<file path="config.mk">
export PLATFORM = sky130hd
export DESIGN_NAME = agc_gain_ctrl
export DESIGN_NICKNAME = d
export VERILOG_FILES = /design/src/core/agc_pkg.sv /design/src/core/agc_peak_det.sv /design/src/core/agc_step_timer.sv /design/src/core/agc_gain_ctrl.sv
export SDC_FILE = /design/constraint.sdc
export NUM_CORES = 1
export LEC_CHECK = 0
export ABC_AREA = 1
export BUFFER_PORTS_ARGS = -buffer_cell sky130_fd_sc_hd__buf_4
export CORE_MARGIN = 8
export CORE_UTILIZATION = 54
export DETAILED_ROUTE_END_ITERATION = 10
export PLACE_DENSITY = 0.74
export SLEW_MARGIN = 30
export SYNTH_ARGS = -nofsm -noshare
export SYNTH_HDL_FRONTEND = slang
export SYNTH_SLANG_ARGS = --single-unit
</file>
<file path="constraint.sdc">
create_clock -name aclk -period 8.7 [get_ports aclk]
set_input_delay 1.74 -clock aclk [delete_from_list [all_inputs] [get_ports aclk]]
set_output_delay 1.74 -clock aclk [all_outputs]
set_load 0.05 [all_outputs]
</file>
<file path="src/core/agc_pkg.sv">
// Shared constants, field layouts, timing figures and carrier types of the input gain controller.
package agc_pkg;

	// ---------------------------------------------------------------
	// Register map: indices, byte address is four times the index.
	// ---------------------------------------------------------------
	localparam int          ADDR_W       = 8;
	localparam logic [5:0]  IDX_LIMITS   = 6'h20;
	localparam logic [5:0]  IDX_TARGET   = 6'h21;
	localparam logic [5:0]  IDX_MODE     = 6'h22;
	localparam logic [5:0]  IDX_PGA      = 6'h23;
	localparam logic [5:0]  IDX_STATUS   = 6'h24;

	// Field positions and values after reset.
	localparam int          EN_BIT       = 8;
	localparam int          FLOOR_LSB    = 0;
	localparam int          CEIL_LSB     = 3;
	localparam int          LVL_LSB      = 0;
	localparam int          HOLD_LSB     = 4;
	localparam int          ZC_BIT       = 8;
	localparam int          MODE_BIT     = 8;
	localparam int          RISE_LSB     = 4;
	localparam int          FALL_LSB     = 0;
	localparam logic [8:0]  RST_LIMITS   = 9'h038;
	localparam logic [8:0]  RST_TARGET   = 9'h00B;
	localparam logic [8:0]  RST_MODE     = 9'h032;
	localparam logic [5:0]  RST_GAIN     = 6'h10;
	localparam logic [3:0]  RATE_CAP     = 4'hA;
	localparam logic [1:0]  RESP_OKAY    = 2'h0;
	localparam logic [1:0]  RESP_SLVERR  = 2'h2;
	localparam int          PEAK_SHIFT   = 8;

	// ---------------------------------------------------------------
	// Timing: figures as printed, cycle counts derived at 200 MHz.
	// ---------------------------------------------------------------
	localparam real CLK_NS       = 5.0;
	localparam real RISE_NORM_US = 410.0;
	localparam real FALL_NORM_US = 104.0;
	localparam real RISE_LIM_US  = 90.8;
	localparam real FALL_LIM_US  = 22.7;
	localparam real HOLD_BASE_MS = 2.665;
	localparam int  RISE_NORM_CYC = int'(RISE_NORM_US * 1000.0 / CLK_NS);
	localparam int  FALL_NORM_CYC = int'(FALL_NORM_US * 1000.0 / CLK_NS);
	localparam int  RISE_LIM_CYC  = int'(RISE_LIM_US * 1000.0 / CLK_NS);
	localparam int  FALL_LIM_CYC  = int'(FALL_LIM_US * 1000.0 / CLK_NS);
	localparam int  HOLD_BASE_CYC = int'(HOLD_BASE_MS * 1000000.0 / CLK_NS);

	// ---------------------------------------------------------------
	// Carrier types.
	// ---------------------------------------------------------------
	typedef struct packed {
		logic              awvalid;
		logic [ADDR_W-1:0] awaddr;
		logic              wvalid;
		logic [31:0]       wdata;
		logic [3:0]        wstrb;
		logic              bready;
		logic              arvalid;
		logic [ADDR_W-1:0] araddr;
		logic              rready;
	} agc_axil_req_t;

	typedef struct packed {
		logic        awready;
		logic        wready;
		logic        bvalid;
		logic [1:0]  bresp;
		logic        arready;
		logic        rvalid;
		logic [31:0] rdata;
		logic [1:0]  rresp;
	} agc_axil_rsp_t;

	typedef struct packed {
		logic [8:0]        limits;
		logic [8:0]        target;
		logic [8:0]        mode;
		logic [5:0]        gain;
		logic [5:0]        lim_start;
		logic              lim_act;
		logic              hold_done;
		logic              above;
		logic              pend_up;
		logic              pend_dn;
		logic              upd;
		logic              aw_got;
		logic              w_got;
		logic [ADDR_W-1:0] awaddr;
		logic [31:0]       wdata;
		logic [3:0]        wstrb;
		logic              bvalid;
		logic [1:0]        bresp;
		logic              rvalid;
		logic [1:0]        rresp;
		logic [31:0]       rdata;
	} agc_state_t;

	// Peak threshold for each target code, on a 16-bit full scale.
	function automatic logic [15:0] level_thresh(input logic [3:0] code);
		logic [15:0] t;
		t = 16'h0000;
		unique case (code)
			4'h0: t = 16'h04CF;
			4'h1: t = 16'h05B7;
			4'h2: t = 16'h06CB;
			4'h3: t = 16'h0812;
			4'h4: t = 16'h0998;
			4'h5: t = 16'h0B67;
			4'h6: t = 16'h0D8E;
			4'h7: t = 16'h101C;
			4'h8: t = 16'h1325;
			4'h9: t = 16'h16C2;
			4'hA: t = 16'h1B0C;
			4'hB: t = 16'h2026;
			4'hC: t = 16'h2635;
			4'hD: t = 16'h2D6A;
			4'hE: t = 16'h35FA;
			4'hF: t = 16'h4027;
		endcase
		return t;
	endfunction

	// Interval doubling with each code, saturating at the cap code.
	function automatic logic [31:0] rate_period(input logic [31:0] base, input logic [3:0] code);
		logic [3:0] c;
		c = (code > RATE_CAP) ? RATE_CAP : code;
		return base << c;
	endfunction

	// Merge a byte-strobed write into a 9-bit register.
	function automatic logic [8:0] wr9(input logic [8:0] old, input logic [31:0] d, input logic [3:0] s);
		logic [8:0] r;
		r = old;
		if (s[0]) begin
			r[7:0] = d[7:0];
		end
		if (s[1]) begin
			r[8] = d[8];
		end
		return r;
	endfunction

endpackage

</file>
<file path="src/core/agc_peak_det.sv">
// Digital peak detector with zero-crossing flag for the input gain controller.
`timescale 1ns/10ps
`default_nettype none
module agc_peak_det #(
	parameter int SHIFT = agc_pkg::PEAK_SHIFT
) (
	input  wire logic        aclk,
	input  wire logic        aresetn,
	input  wire logic        sample_valid,
	input  wire logic [15:0] sample_data,
	output logic      [15:0] peak,
	output logic             zero_cross
);

	typedef struct packed {
		logic [15:0] peak;
		logic        sign;
		logic        zc;
	} agc_pd_state_t;

	agc_pd_state_t st_ff;
	agc_pd_state_t nxt_st;
	logic [15:0]   mag;

	// Magnitude of the two's complement sample, with the most negative code saturated.
	always_comb begin
		nxt_st = st_ff;
		mag = sample_data[15] ? 16'(~sample_data + 16'h0001) : sample_data;
		if (mag[15]) begin
			mag = 16'h7FFF;
		end
		nxt_st.zc = 1'b0;
		// Fast attack, slow release, so short bursts still register.
		if (sample_valid) begin
			nxt_st.peak = (mag > st_ff.peak) ? mag : 16'(st_ff.peak - (st_ff.peak >> SHIFT));
			nxt_st.sign = sample_data[15];
			nxt_st.zc   = sample_data[15] != st_ff.sign;
		end
	end

	// State register.
	always_ff @(posedge aclk) begin
		if (!aresetn) begin
			st_ff <= '0;
		end else begin
			st_ff <= nxt_st;
		end
	end

	assign peak       = st_ff.peak;
	assign zero_cross = st_ff.zc;

endmodule
`default_nettype wire

</file>
<file path="src/core/agc_step_timer.sv">
// Restartable interval timer that pulses once per programmed period.
`timescale 1ns/10ps
`default_nettype none
module agc_step_timer (
	input  wire logic        aclk,
	input  wire logic        aresetn,
	input  wire logic        restart,
	input  wire logic [31:0] period,
	output logic             tick
);

	typedef struct packed {
		logic [31:0] cnt;
	} agc_tm_state_t;

	agc_tm_state_t st_ff;
	agc_tm_state_t nxt_st;

	// The tick is a handshake-style strobe, so it is left combinational.
	assign tick = !restart && (st_ff.cnt >= 32'(period - 32'h0000_0001));

	// Count up, wrap on each tick, hold at zero while restarted.
	always_comb begin
		nxt_st = st_ff;
		if (restart || tick) begin
			nxt_st.cnt = 32'h0000_0000;
		end else begin
			nxt_st.cnt = 32'(st_ff.cnt + 32'h0000_0001);
		end
	end

	// State register.
	always_ff @(posedge aclk) begin
		if (!aresetn) begin
			st_ff <= '0;
		end else begin
			st_ff <= nxt_st;
		end
	end

endmodule
`default_nettype wire

</file>
<file path="src/core/agc_gain_ctrl.sv">
// Automatic level control of the input PGA gain, with its AXI4-Lite register slave.
// ---------------------------------------------------------------
// ---------------------------------------------------------------
//
// The AXI4-Lite slave port is this design's own decision.
`timescale 1ns/10ps
`default_nettype none
module agc_gain_ctrl #(
	parameter int RISE_NORM_CYC = agc_pkg::RISE_NORM_CYC,
	parameter int FALL_NORM_CYC = agc_pkg::FALL_NORM_CYC,
	parameter int RISE_LIM_CYC  = agc_pkg::RISE_LIM_CYC,
	parameter int FALL_LIM_CYC  = agc_pkg::FALL_LIM_CYC,
	parameter int HOLD_BASE_CYC = agc_pkg::HOLD_BASE_CYC
) (
	input  wire logic                   aclk,
	input  wire logic                   aresetn,
	input  wire agc_pkg::agc_axil_req_t axil_req,
	output agc_pkg::agc_axil_rsp_t      axil_rsp,
	input  wire logic                   sample_valid,
	input  wire logic [15:0]            sample_data,
	output logic      [5:0]             pga_gain,
	output logic                        pga_gain_update,
	output logic                        peak_above
);

	agc_pkg::agc_state_t st_ff;
	agc_pkg::agc_state_t nxt_st;

	logic [15:0] peak;
	logic        zc;
	logic        en;
	logic        lim;
	logic        zc_en;
	logic        above;
	logic [5:0]  floor_code;
	logic [5:0]  ceil_code;
	logic        step_run;
	logic        step_restart;
	logic        step_tick;
	logic [31:0] step_period;
	logic        hold_restart;
	logic        hold_tick;
	logic [31:0] hold_period;
	logic [3:0]  hold_code;
	logic        gate;
	logic        apply_up;
	logic        apply_dn;
	logic        aw_hs;
	logic        w_hs;
	logic        ar_hs;
	logic        do_write;
	logic [5:0]  widx;
	logic [5:0]  ridx;

	// ---------------------------------------------------------------
	// Peak detection and interval timers.
	// ---------------------------------------------------------------
	agc_peak_det u_peak (
		.aclk         (aclk),
		.aresetn      (aresetn),
		.sample_valid (sample_valid),
		.sample_data  (sample_data),
		.peak         (peak),
		.zero_cross   (zc)
	);

	agc_step_timer u_step (
		.aclk    (aclk),
		.aresetn (aresetn),
		.restart (step_restart),
		.period  (step_period),
		.tick    (step_tick)
	);

	agc_step_timer u_hold (
		.aclk    (aclk),
		.aresetn (aresetn),
		.restart (hold_restart),
		.period  (hold_period),
		.tick    (hold_tick)
	);

	// Field decode of the three control registers.
	assign en         = st_ff.limits[agc_pkg::EN_BIT];
	assign lim        = st_ff.mode[agc_pkg::MODE_BIT];
	assign zc_en      = st_ff.target[agc_pkg::ZC_BIT];
	assign floor_code = {st_ff.limits[agc_pkg::FLOOR_LSB +: 3], 3'h0};
	assign ceil_code  = {st_ff.limits[agc_pkg::CEIL_LSB +: 3], 3'h7};
	assign hold_code  = st_ff.target[agc_pkg::HOLD_LSB +: 4];
	assign above      = peak > agc_pkg::level_thresh(st_ff.target[agc_pkg::LVL_LSB +: 4]);

	// Interval choice: limiter intervals are the shorter set for the same codes.
	always_comb begin
		if (above) begin
			step_period = agc_pkg::rate_period(lim ? 32'(FALL_LIM_CYC) : 32'(FALL_NORM_CYC),
				st_ff.mode[agc_pkg::FALL_LSB +: 4]);
		end else begin
			step_period = agc_pkg::rate_period(lim ? 32'(RISE_LIM_CYC) : 32'(RISE_NORM_CYC),
				st_ff.mode[agc_pkg::RISE_LSB +: 4]);
		end
	end

	// Hold interval: code 1 is the base, each code doubles up to the cap code, code 0 skips the wait.
	// The code is capped before the offset, so every code from the cap up gives the longest hold.
	assign hold_period  = (hold_code == 4'h0) ? 32'h0000_0001 :
		agc_pkg::rate_period(32'(HOLD_BASE_CYC),
			4'(((hold_code > agc_pkg::RATE_CAP) ? agc_pkg::RATE_CAP : hold_code) - 4'h1));
	assign hold_restart = !en || above;
	assign step_run     = en && (above || st_ff.hold_done);
	// A change of direction restarts the interval so a step never comes early.
	assign step_restart = !step_run || (above != st_ff.above);

	// Pending steps go out at once, or on the next zero crossing when gated.
	assign gate     = !zc_en || zc;
	// Steps start only inside the window and in the present direction; the clamp handles the rest.
	assign apply_dn = en && st_ff.pend_dn && gate && above &&
		(st_ff.gain > floor_code) && (st_ff.gain <= ceil_code);
	// No rise in the first limiter cycle, before the starting gain has been captured.
	assign apply_up = en && st_ff.pend_up && gate && !above && st_ff.hold_done &&
		(st_ff.gain < ceil_code) && (st_ff.gain >= floor_code) &&
		(!lim || (st_ff.lim_act && (st_ff.gain < st_ff.lim_start)));

	// ---------------------------------------------------------------
	// AXI4-Lite handshakes.
	// ---------------------------------------------------------------
	assign aw_hs    = axil_req.awvalid && !st_ff.aw_got && !st_ff.bvalid;
	assign w_hs     = axil_req.wvalid && !st_ff.w_got && !st_ff.bvalid;
	assign ar_hs    = axil_req.arvalid && !st_ff.rvalid;
	assign do_write = st_ff.aw_got && st_ff.w_got && !st_ff.bvalid;
	assign widx     = st_ff.awaddr[7:2];
	assign ridx     = axil_req.araddr[7:2];

	// Next state of the whole block.
	always_comb begin
		nxt_st = st_ff;
		nxt_st.upd = 1'b0;
		nxt_st.above = above;

		// Hold wait completes after the interval below the threshold.
		if (!en || above) begin
			nxt_st.hold_done = 1'b0;
		end else if (hold_tick) begin
			nxt_st.hold_done = 1'b1;
		end

		// Each interval tick requests one step in the current direction.
		if (!en) begin
			nxt_st.pend_up = 1'b0;
			nxt_st.pend_dn = 1'b0;
		end else if (step_tick) begin
			nxt_st.pend_dn = above;
			nxt_st.pend_up = !above;
		end else if (gate) begin
			nxt_st.pend_up = 1'b0;
			nxt_st.pend_dn = 1'b0;
		end

		// One gain path for both modes; only the upward limit differs.
		if (apply_dn) begin
			nxt_st.gain = 6'(st_ff.gain - 6'h01);
			nxt_st.upd  = 1'b1;
		end else if (apply_up) begin
			nxt_st.gain = 6'(st_ff.gain + 6'h01);
			nxt_st.upd  = 1'b1;
		end

		// While running, pull the gain back inside the programmed window.
		if (en && !apply_dn && !apply_up) begin
			if (st_ff.gain > ceil_code) begin
				nxt_st.gain = ceil_code;
				nxt_st.upd  = 1'b1;
			end else if (st_ff.gain < floor_code) begin
				nxt_st.gain = floor_code;
				nxt_st.upd  = 1'b1;
			end
		end

		// Capture the starting gain on enable in limiter mode or at switchover.
		nxt_st.lim_act = en && lim;
		if (en && lim && !st_ff.lim_act) begin
			nxt_st.lim_start = st_ff.gain;
		end

		// Write channel: address and data are taken independently.
		if (aw_hs) begin
			nxt_st.aw_got = 1'b1;
			nxt_st.awaddr = axil_req.awaddr;
		end
		if (w_hs) begin
			nxt_st.w_got = 1'b1;
			nxt_st.wdata = axil_req.wdata;
			nxt_st.wstrb = axil_req.wstrb;
		end
		if (do_write) begin
			nxt_st.aw_got = 1'b0;
			nxt_st.w_got  = 1'b0;
			nxt_st.bvalid = 1'b1;
			nxt_st.bresp  = agc_pkg::RESP_OKAY;
			unique case (widx)
				agc_pkg::IDX_LIMITS: nxt_st.limits = agc_pkg::wr9(st_ff.limits, st_ff.wdata, st_ff.wstrb);
				agc_pkg::IDX_TARGET: nxt_st.target = agc_pkg::wr9(st_ff.target, st_ff.wdata, st_ff.wstrb);
				agc_pkg::IDX_MODE:   nxt_st.mode   = agc_pkg::wr9(st_ff.mode, st_ff.wdata, st_ff.wstrb);
				agc_pkg::IDX_PGA: begin
					// Software owns the gain only while the controller is off.
					if (!en && st_ff.wstrb[0]) begin
						nxt_st.gain = st_ff.wdata[5:0];
						nxt_st.upd  = 1'b1;
					end
				end
				agc_pkg::IDX_STATUS: nxt_st.bresp = agc_pkg::RESP_OKAY;
				default:             nxt_st.bresp = agc_pkg::RESP_SLVERR;
			endcase
		end
		if (st_ff.bvalid && axil_req.bready) begin
			nxt_st.bvalid = 1'b0;
		end

		// Read channel: answer one cycle after the address is taken.
		if (ar_hs) begin
			nxt_st.rvalid = 1'b1;
			nxt_st.rresp  = agc_pkg::RESP_OKAY;
			nxt_st.rdata  = 32'h0000_0000;
			unique case (ridx)
				agc_pkg::IDX_LIMITS: nxt_st.rdata = {23'h000000, st_ff.limits};
				agc_pkg::IDX_TARGET: nxt_st.rdata = {23'h000000, st_ff.target};
				agc_pkg::IDX_MODE:   nxt_st.rdata = {23'h000000, st_ff.mode};
				agc_pkg::IDX_PGA:    nxt_st.rdata = {26'h0000000, st_ff.gain};
				agc_pkg::IDX_STATUS: nxt_st.rdata = {20'h00000, st_ff.lim_start, 3'h0, st_ff.lim_act,
					st_ff.hold_done, st_ff.above};
				default:             nxt_st.rresp = agc_pkg::RESP_SLVERR;
			endcase
		end else if (st_ff.rvalid && axil_req.rready) begin
			nxt_st.rvalid = 1'b0;
		end
	end

	// State register with documented reset values.
	always_ff @(posedge aclk) begin
		if (!aresetn) begin
			st_ff        <= '0;
			st_ff.limits <= agc_pkg::RST_LIMITS;
			st_ff.target <= agc_pkg::RST_TARGET;
			st_ff.mode   <= agc_pkg::RST_MODE;
			st_ff.gain   <= agc_pkg::RST_GAIN;
		end else begin
			st_ff <= nxt_st;
		end
	end

	// Outputs.
	assign pga_gain         = st_ff.gain;
	assign pga_gain_update  = st_ff.upd;
	assign peak_above       = st_ff.above;
	assign axil_rsp.awready = !st_ff.aw_got && !st_ff.bvalid;
	assign axil_rsp.wready  = !st_ff.w_got && !st_ff.bvalid;
	assign axil_rsp.bvalid  = st_ff.bvalid;
	assign axil_rsp.bresp   = st_ff.bresp;
	assign axil_rsp.arready = !st_ff.rvalid;
	assign axil_rsp.rvalid  = st_ff.rvalid;
	assign axil_rsp.rdata   = st_ff.rdata;
	assign axil_rsp.rresp   = st_ff.rresp;
endmodule
`default_nettype wire

</file>
==> flow_summary.yaml, run 1 <==
setup_path:
  worst-path-max-fanout: 33
  critPathLaunchType: "register"
  path_delay_family: "simple AND/OR/NAND/NOR gates"
  worstSetupEndpointType: "register"
  crit_path_cell_trace: "ha_1, nand2_1, nand2_1, nand3_1, nand2_1, a21oi_1, nand2_2, nand2_4, inv_2, nand4_1, ha_1, nand3_2, nor2_4, xor2_1, ha_1, nand2_1, inv_1, o21ai_0, nand2_1, o21ai_0, nand2_1, nand4_1, nand4_4, nor3b_1"
  regToRegEndpoint: "u_step.st_ff[2]"
  most_frequent_cell_on_the_critical_path: "nand2_1"
  cpPeakStageDelay_ps: 540
  regToRegStartpoint: "u_peak.peak[9]"
  worst_path_max_delay_cell: "dfxtp_1"
  cp_data_arrival_time_ps: 5190
  regToRegSetupSlack_ps: 3850
  critPathBufInv: 2
  timing.critical_path.required_ps: 9040
  worst_reg2reg_path_depth: 24
  setup.worst_path.class: "register to register"
logic_synthesis:
  synthesis.instances: 2025
  synth.top_cell.area_share_pct: 26.16
  synthDistinctLibCells: 63
  postSynth.topFlopCell: "dfxtp_1"
  top_cells_by_area_in_the_synthesized_netlist: "dfxtp_1 26%, ha_1 12%, nand2_1 11%, inv_1 6.9%, nor2_1 6.2%"
  synth_area_leader_cell: "dfxtp_1"
  synth.yosys.seq_area_share_pct: 26.16
  synth_cell_area_um2: 13540
  number_of_flops_mapped_to_enable_cells_by_yosys: 0
  yosys_warnings: 0
  async_flop_share_pct: 0
  yosys_register_bits: 177
  syn-mean-instance-area_um2: 6.688
floorplan:
  num_rows: 58
  dieArea_um2: 30400
  die-height_um: 174.4
  chipWidth_um: 174.4
  initial_utilization_pct: 54.41
  core_area_um2: 24890
  design.portCount: 125
layout:
  nets: 2263
  antennaDiodeCount: 0
  area_growth_pct: 8.186
  final-instance-count-excl-fill: 2399
  proportion_of_layout_cells_with_a_drive_suffix_above_1_pct: 9.473
  post-route-util_pct: 58.86
  fillCellCount: 2378
timing:
  final.setup.tns_ps: 0
  finalMaxSlewViolations: 0
  number_of_setup_violations_in_the_final_report: 0
  achievable-frequency_ghz: 0.2060
  final_hold_viol_count: 0
  worst_clock_skew_ps: 21.56
  layout_worst_path_cycle_share_pct: 55.79
  timing.slew.headroom_pct: 49.24
  rsz0062_at_grt: "false"
  finalWorstSetupSlack_ps: 3846
  slew_at_the_pin_closest_to_its_max_slew_limit_ps: 760.4
  timing.hold.ws_ps: 448.6
  final_period_minus_worst_setup_slack_ps: 4854
routing:
  drt-initial-drc-count: 1174
  antenna_violating_nets_post_route: 0
  wl_per_cell_um: 14.44
  drt_first_pass_iters: 7
  drt-total-wl_um: 34650
  dr_total_vias: 13110
  route.detailed.vias_per_inst: 5.464
  drc: 0
global_routing:
  gr-total-overflow: 0
  grt_use_total_pct: 22.65
  grt_max_degree: 47
  grt_pass1_vias: 12430
  grt_first_pass_wirelength_um: 58730
  number_of_antenna_violations_at_the_first_check_in_global_routing: 0
min_path:
  hold_depth: 1
  hold_start: "u_hold.st_ff[0]"
  min_delay_worst_type: "register to register"
  timing.hold.worst_endpoint: "u_hold.st_ff[0]"
cts:
  cts-resized-gates: 0
  cts_hold_repair.buffers: 0
  cts_num_sinks: 177
  buffer_levels_on_the_longest_clock_path: 2
  insertion_delay_ps: 440
  cts-buffers-inserted: 17
  post_cts.repair.setup_buffers: 0
  clk_root_buffer_cell: "clkbuf_16"
  cts-htree-levels: 4
  clkSlewWorstSetupHoldPaths_ps: 70
  tritoncts: "built"
outcome:
  status: "finished, final reports clean"
placed_design:
  place.detailed.instances: 2367
  pre_cts_slack_ps: 3558
  hpwlAfterDp_um: 26610
  gp_routability_congestion: 0.9161
  place.port_buffers: 73
pwr:
  internal_power_mw: 1.698
  ir_worst_vdd_uv: 201.3
  power.clock.fraction_pct: 26.3
  seqPwrFrac_pct: 31.1
  pwr-share-comb_pct: 42.6
  powerDensity_nw_per_um2: 201.4
  switching_power_mw: 1.253
  swShare_pct: 42.47
  p_leak_nw: 6.538
flow_run:
  max_cap_violations: 0
[area by class of cell]
| cell class | instances | area (µm²) | share of cell area (%) |
|---|---|---|---|
| clock buffer | 19 | 452.9 | 3.091 |
| clock inverter | 13 | 135.1 | 0.9223 |
| inverter | 266 | 1001 | 6.832 |
| multi-input combinational | 1518 | 8536 | 58.26 |
| sequential | 177 | 3543 | 24.18 |
| tap | 330 | 412.9 | 2.818 |
| timing repair buffer | 76 | 570.5 | 3.894 |
[cells in the final DEF, fill, tap and decap left out, types with 4 or more instances in the layout]
cell type	netlist	routed
nor3_2	5	6
nand4_1	35	35
nor2_2	18	18
xnor2_1	15	15
a31oi_1	10	10
buf_4	48	76
nor4_1	8	8
ha_1	130	130
a21oi_1	166	166
dfxtp_1	177	177
nor3b_2	5	5
nor3b_1	8	8
inv_2	11	11
nor3_1	40	39
nand2_1	412	412
or2_1	4	4
nand2_2	13	13
clkbuf_16	0	17
o21ai_1	10	10
o211ai_1	26	26
o22ai_1	10	10
inv_6	0	4
a211oi_1	4	4
nor2_4	5	5
inv_1	248	248
or2_2	11	11
o21a_1	6	6
o21ai_0	146	146
clkinv_1	6	6
nor2_1	223	223
inv_8	0	4
a221oi_1	4	4
conb_1	2	28
nand3_2	6	6
nand3_1	93	93
xor2_1	39	39
[flip-flops by register name, summed over array words and instances, names as in the netlist, named ones only]
register and cells:
ceil_code 3, lim 1, u_peak.st_ff 1, u_peak.peak 16, u_step.st_ff 32, peak_above 1, u_hold.st_ff 32, en 1
hold_code 4, pga_gain_update 1, axil_rsp 16, floor_code 3, pga_gain 6, st_ff 44, u_peak.zero_cross 1
[power groups by stage]
stage | Clock [mW] | Combinational (mW) | Sequential [mW]
3_5_place_dp | 0 | 1.24 | 0.936
3_3_place_gp | 0 | 1.20 | 0.935
4_1_cts | 0.788 | 1.25 | 0.917
6_report | 0.775 | 1.26 | 0.919
2_1_floorplan | 0 | 1.01 | 0.917
5_1_grt | 0.819 | 1.44 | 0.924
[stage by stage]
step	area [µm²]	power [mW]
after detailed placement	14060	2.172
final	14650	2.951
after CTS	14650	2.952
after global routing	14650	3.184
after global placement	14060	2.136
after floorplan	13640	1.930
[Yosys cell counts, types with 6 or more instances]
master    count
a21oi_1     166
a31oi_1      10
buf_2        14
buf_4        48
clkbuf_1     22
clkinv_1      6
dfxtp_1     177
ha_1        130
inv_1       248
inv_2        11
nand2_1     412
nand2_2      13
nand3_1      93
nand3_2       6
nand4_1      35
nor2_1      223
nor2_2       18
nor3_1       40
nor3b_1       8
nor4_1        8
o211ai_1     26
o21a_1        6
o21ai_0     146
o21ai_1      10
o22ai_1      10
or2_2        11
xnor2_1      15
xor2_1       39
[layer usage]
metal	vias up	share of wire [%]	global-route usage (%)
li1	6683	-	-
met1	6012	48	30.17
met2	366	46	37.44
met3	48	4.8	3.471
met4	0	1.8	6.056
met5	-	0	0
[worst max path at each step]
| stage | cells past startpoint | from | to |
|---|---|---|---|
| 6_report | 24 | u_peak.peak[9] | u_step.st_ff[2] |
| 2_1_floorplan | 21 | sample_data[0] | u_peak.peak[4] |
| 5_1_grt | 24 | u_peak.peak[9] | u_step.st_ff[9] |
| 3_5_place_dp | 22 | sample_data[0] | u_peak.peak[6] |
| 4_1_cts | 24 | u_peak.peak[9] | u_step.st_ff[9] |
| 3_3_place_gp | 22 | sample_data[0] | u_peak.peak[4] |
[kinds of logic after synthesis]
group                    Yosys count  share of synthesized area, %
AO/OA/AOI/OAI                    399                         16.21
flip-flops                       177                         26.16
AND/OR/NAND/NOR                  903                         30.13
multiplexers                       3                        0.2217
XOR/XNOR                          54                         3.492
adder cells (fa/ha/maj)          131                         12.16
other                              2                       0.05545
buffers and inverters            356                         11.57
(Power assumes the default switching activity.)
==> inputs of run 2 (changes only) <==
==> constraint.sdc (replaced) <==
create_clock -name aclk -period 4.57 [get_ports aclk]
set_input_delay 0.914 -clock aclk [delete_from_list [all_inputs] [get_ports aclk]]
set_output_delay 0.914 -clock aclk [all_outputs]
set_load 0.05 [all_outputs]
==> flow_summary.yaml, run 2 (same netlist as run 1, synthesis figures left out) <==
timing:
  finalMaxSlewViolations: 0
  number_of_setup_violations_in_the_final_report: 0
  achievable-frequency_ghz: 0.2415
  slew_at_the_pin_closest_to_its_max_slew_limit_ps: 728.5
  finalWorstSetupSlack_ps: 429.8
  timing.slew.headroom_pct: 50.99
  final_period_minus_worst_setup_slack_ps: 4140
  final.setup.tns_ps: 0
  final_hold_viol_count: 0
  timing.hold.ws_ps: 441.9
  layout_worst_path_cycle_share_pct: 90.60
  rsz0062_at_grt: "false"
  worst_clock_skew_ps: 13.92
global_routing:
  grt_max_degree: 40
  grt_use_total_pct: 22.57
  grt_pass1_vias: 12270
  grt_first_pass_wirelength_um: 58340
  number_of_antenna_violations_at_the_first_check_in_global_routing: 0
  gr-total-overflow: 0
routing:
  dr_total_vias: 13150
  met2RoutedLength_um: 16070
  route.detailed.vias_per_inst: 5.451
  drt_first_pass_iters: 7
  antenna_violating_nets_post_route: 0
  wirelength_met1_um: 16230
  wl_per_cell_um: 14.45
  wl_met3_um: 1802
  drt-initial-drc-count: 936
  drc: 0
  top_signal_layer_used: "met4"
  drt-total-wl_um: 34850
layout:
  max_flop_register: "st_ff"
  proportion_of_layout_cells_with_a_drive_suffix_above_1_pct: 10.04
  largest_reg_flops: 44
  layout_common_cells: "412 x nand2_1, 248 x inv_1, 223 x nor2_1"
  top_registers: "st_ff: 44 flops, u_hold.st_ff: 32 flops, u_step.st_ff: 32 flops"
  nets: 2276
  post-route-util_pct: 59.39
  mostFrequentLayoutCell: "nand2_1"
  area_growth_pct: 9.155
  antennaDiodeCount: 0
floorplan:
  chipWidth_um: 174.4
  design.portCount: 125
  initial_utilization_pct: 54.41
  core_area_um2: 24890
  num_rows: 58
  dieArea_um2: 30400
  die-height_um: 174.4
cts:
  insertion_delay_ps: 450
  cts-buffers-inserted: 17
  post_cts.repair.setup_buffers: 0
  buffer_levels_on_the_longest_clock_path: 2
  clkSlewWorstSetupHoldPaths_ps: 80
  clk_root_buffer_cell: "clkbuf_16"
  cts_hold_repair.buffers: 0
  cts-htree-levels: 4
  tritoncts: "built"
  cts_num_sinks: 177
  cts-resized-gates: 0
placed_design:
  hpwlAfterDp_um: 26970
  gp_routability_congestion: 0.9256
  pre_cts_slack_ps: 259.0
  place.port_buffers: 73
setup_path:
  critPathLaunchType: "register"
  cpPeakStageDelay_ps: 430
  timing.critical_path.required_ps: 4900
  path_delay_family: "simple AND/OR/NAND/NOR gates"
  critPathBufInv: 2
  worst_path_max_delay_cell: "dfxtp_1"
  most_frequent_cell_on_the_critical_path: "nand2_1"
  cp_data_arrival_time_ps: 4470
  worst-path-max-fanout: 32
  worstSetupEndpointType: "register"
  crit_path_cell_trace: "ha_1, nand4_1, nor3_2, nand2_1, nand2_4, nand2_8, buf_4, nand3_1, nand2_1, nor2_2, nand2_1, nor2_2, nand2_1, nand2_1, nand2_1, ha_1, nand4_1, nor3_1, o21ai_0, nand2_1, nand4_1, nand4_4, buf_12, nor3b_2"
  setup.worst_path.class: "register to register"
flow_run:
  max_cap_violations: 0
pwr:
  fin_total_pwr_mw: 5.660
  powerDensity_nw_per_um2: 382.9
  p_leak_nw: 6.600
  ir_worst_vdd_uv: 408.2
min_path:
  min_delay_worst_type: "register to register"
outcome:
  status: "finished, final reports clean"
-- run 2: cell types whose count changed in the layout (fill, tap and decap cells not counted) --
cell and delta:
nand2_8 +1, nand2_2 -1, inv_2 -1, buf_4 +12, inv_6 -2, clkinv_2 -1, nor4b_1 -1, clkbuf_1 +1
nor4b_2 +1, clkinv_8 +1, inv_4 +1, clkinvlp_4 +2, buf_12 +1, clkbuf_8 -1
-- run 2: routing by layer --
layer  global-route usage (%)  vias up
met2                    37.42      398
met3                    3.016       54
met5                        0        -
li1                         -     6712
met4                    8.158        0
met1                    29.46     5985
-- run 2: where the power goes --
part           switching, mW  internal [mW]
combinational           1.59          0.881
clock                  0.712          0.744
sequential             0.105           1.63
total                   2.40           3.26
-- run 2: final cells by class --
type / count / area [µm²]
fillers: 2367 / 10110
multi-input cells: 1518 / 8556
flip-flops and latches: 177 / 3543
inverters: 266 / 1003
repair buffers: 89 / 680.7
clock buffers: 19 / 442.9
well taps: 330 / 412.9
clock inverters: 13 / 143.9
-- run 2: path summary, 6_finish.rpt --
| path | from | endpoint | slack [ps] | cells past startpoint |
|---|---|---|---|---|
| max reg2reg | u_peak.peak[8] | u_step.st_ff[29] | 430 | 24 |
| min | u_hold.st_ff[0] | u_hold.st_ff[0] | 440 | 1 |
| min reg2reg | u_hold.st_ff[0] | u_hold.st_ff[0] | 440 | 1 |
| max | u_peak.peak[8] | u_step.st_ff[29] | 430 | 24 |
-- run 2: stage by stage --
step / area (µm²) / cells
6_report: 14780 / 2412
5_1_grt: 14780 / 2412
4_1_cts: 14760 / 2412
3_5_place_dp: 14170 / 2380
3_3_place_gp: 14170 / 2380
2_1_floorplan: 13640 / 2051
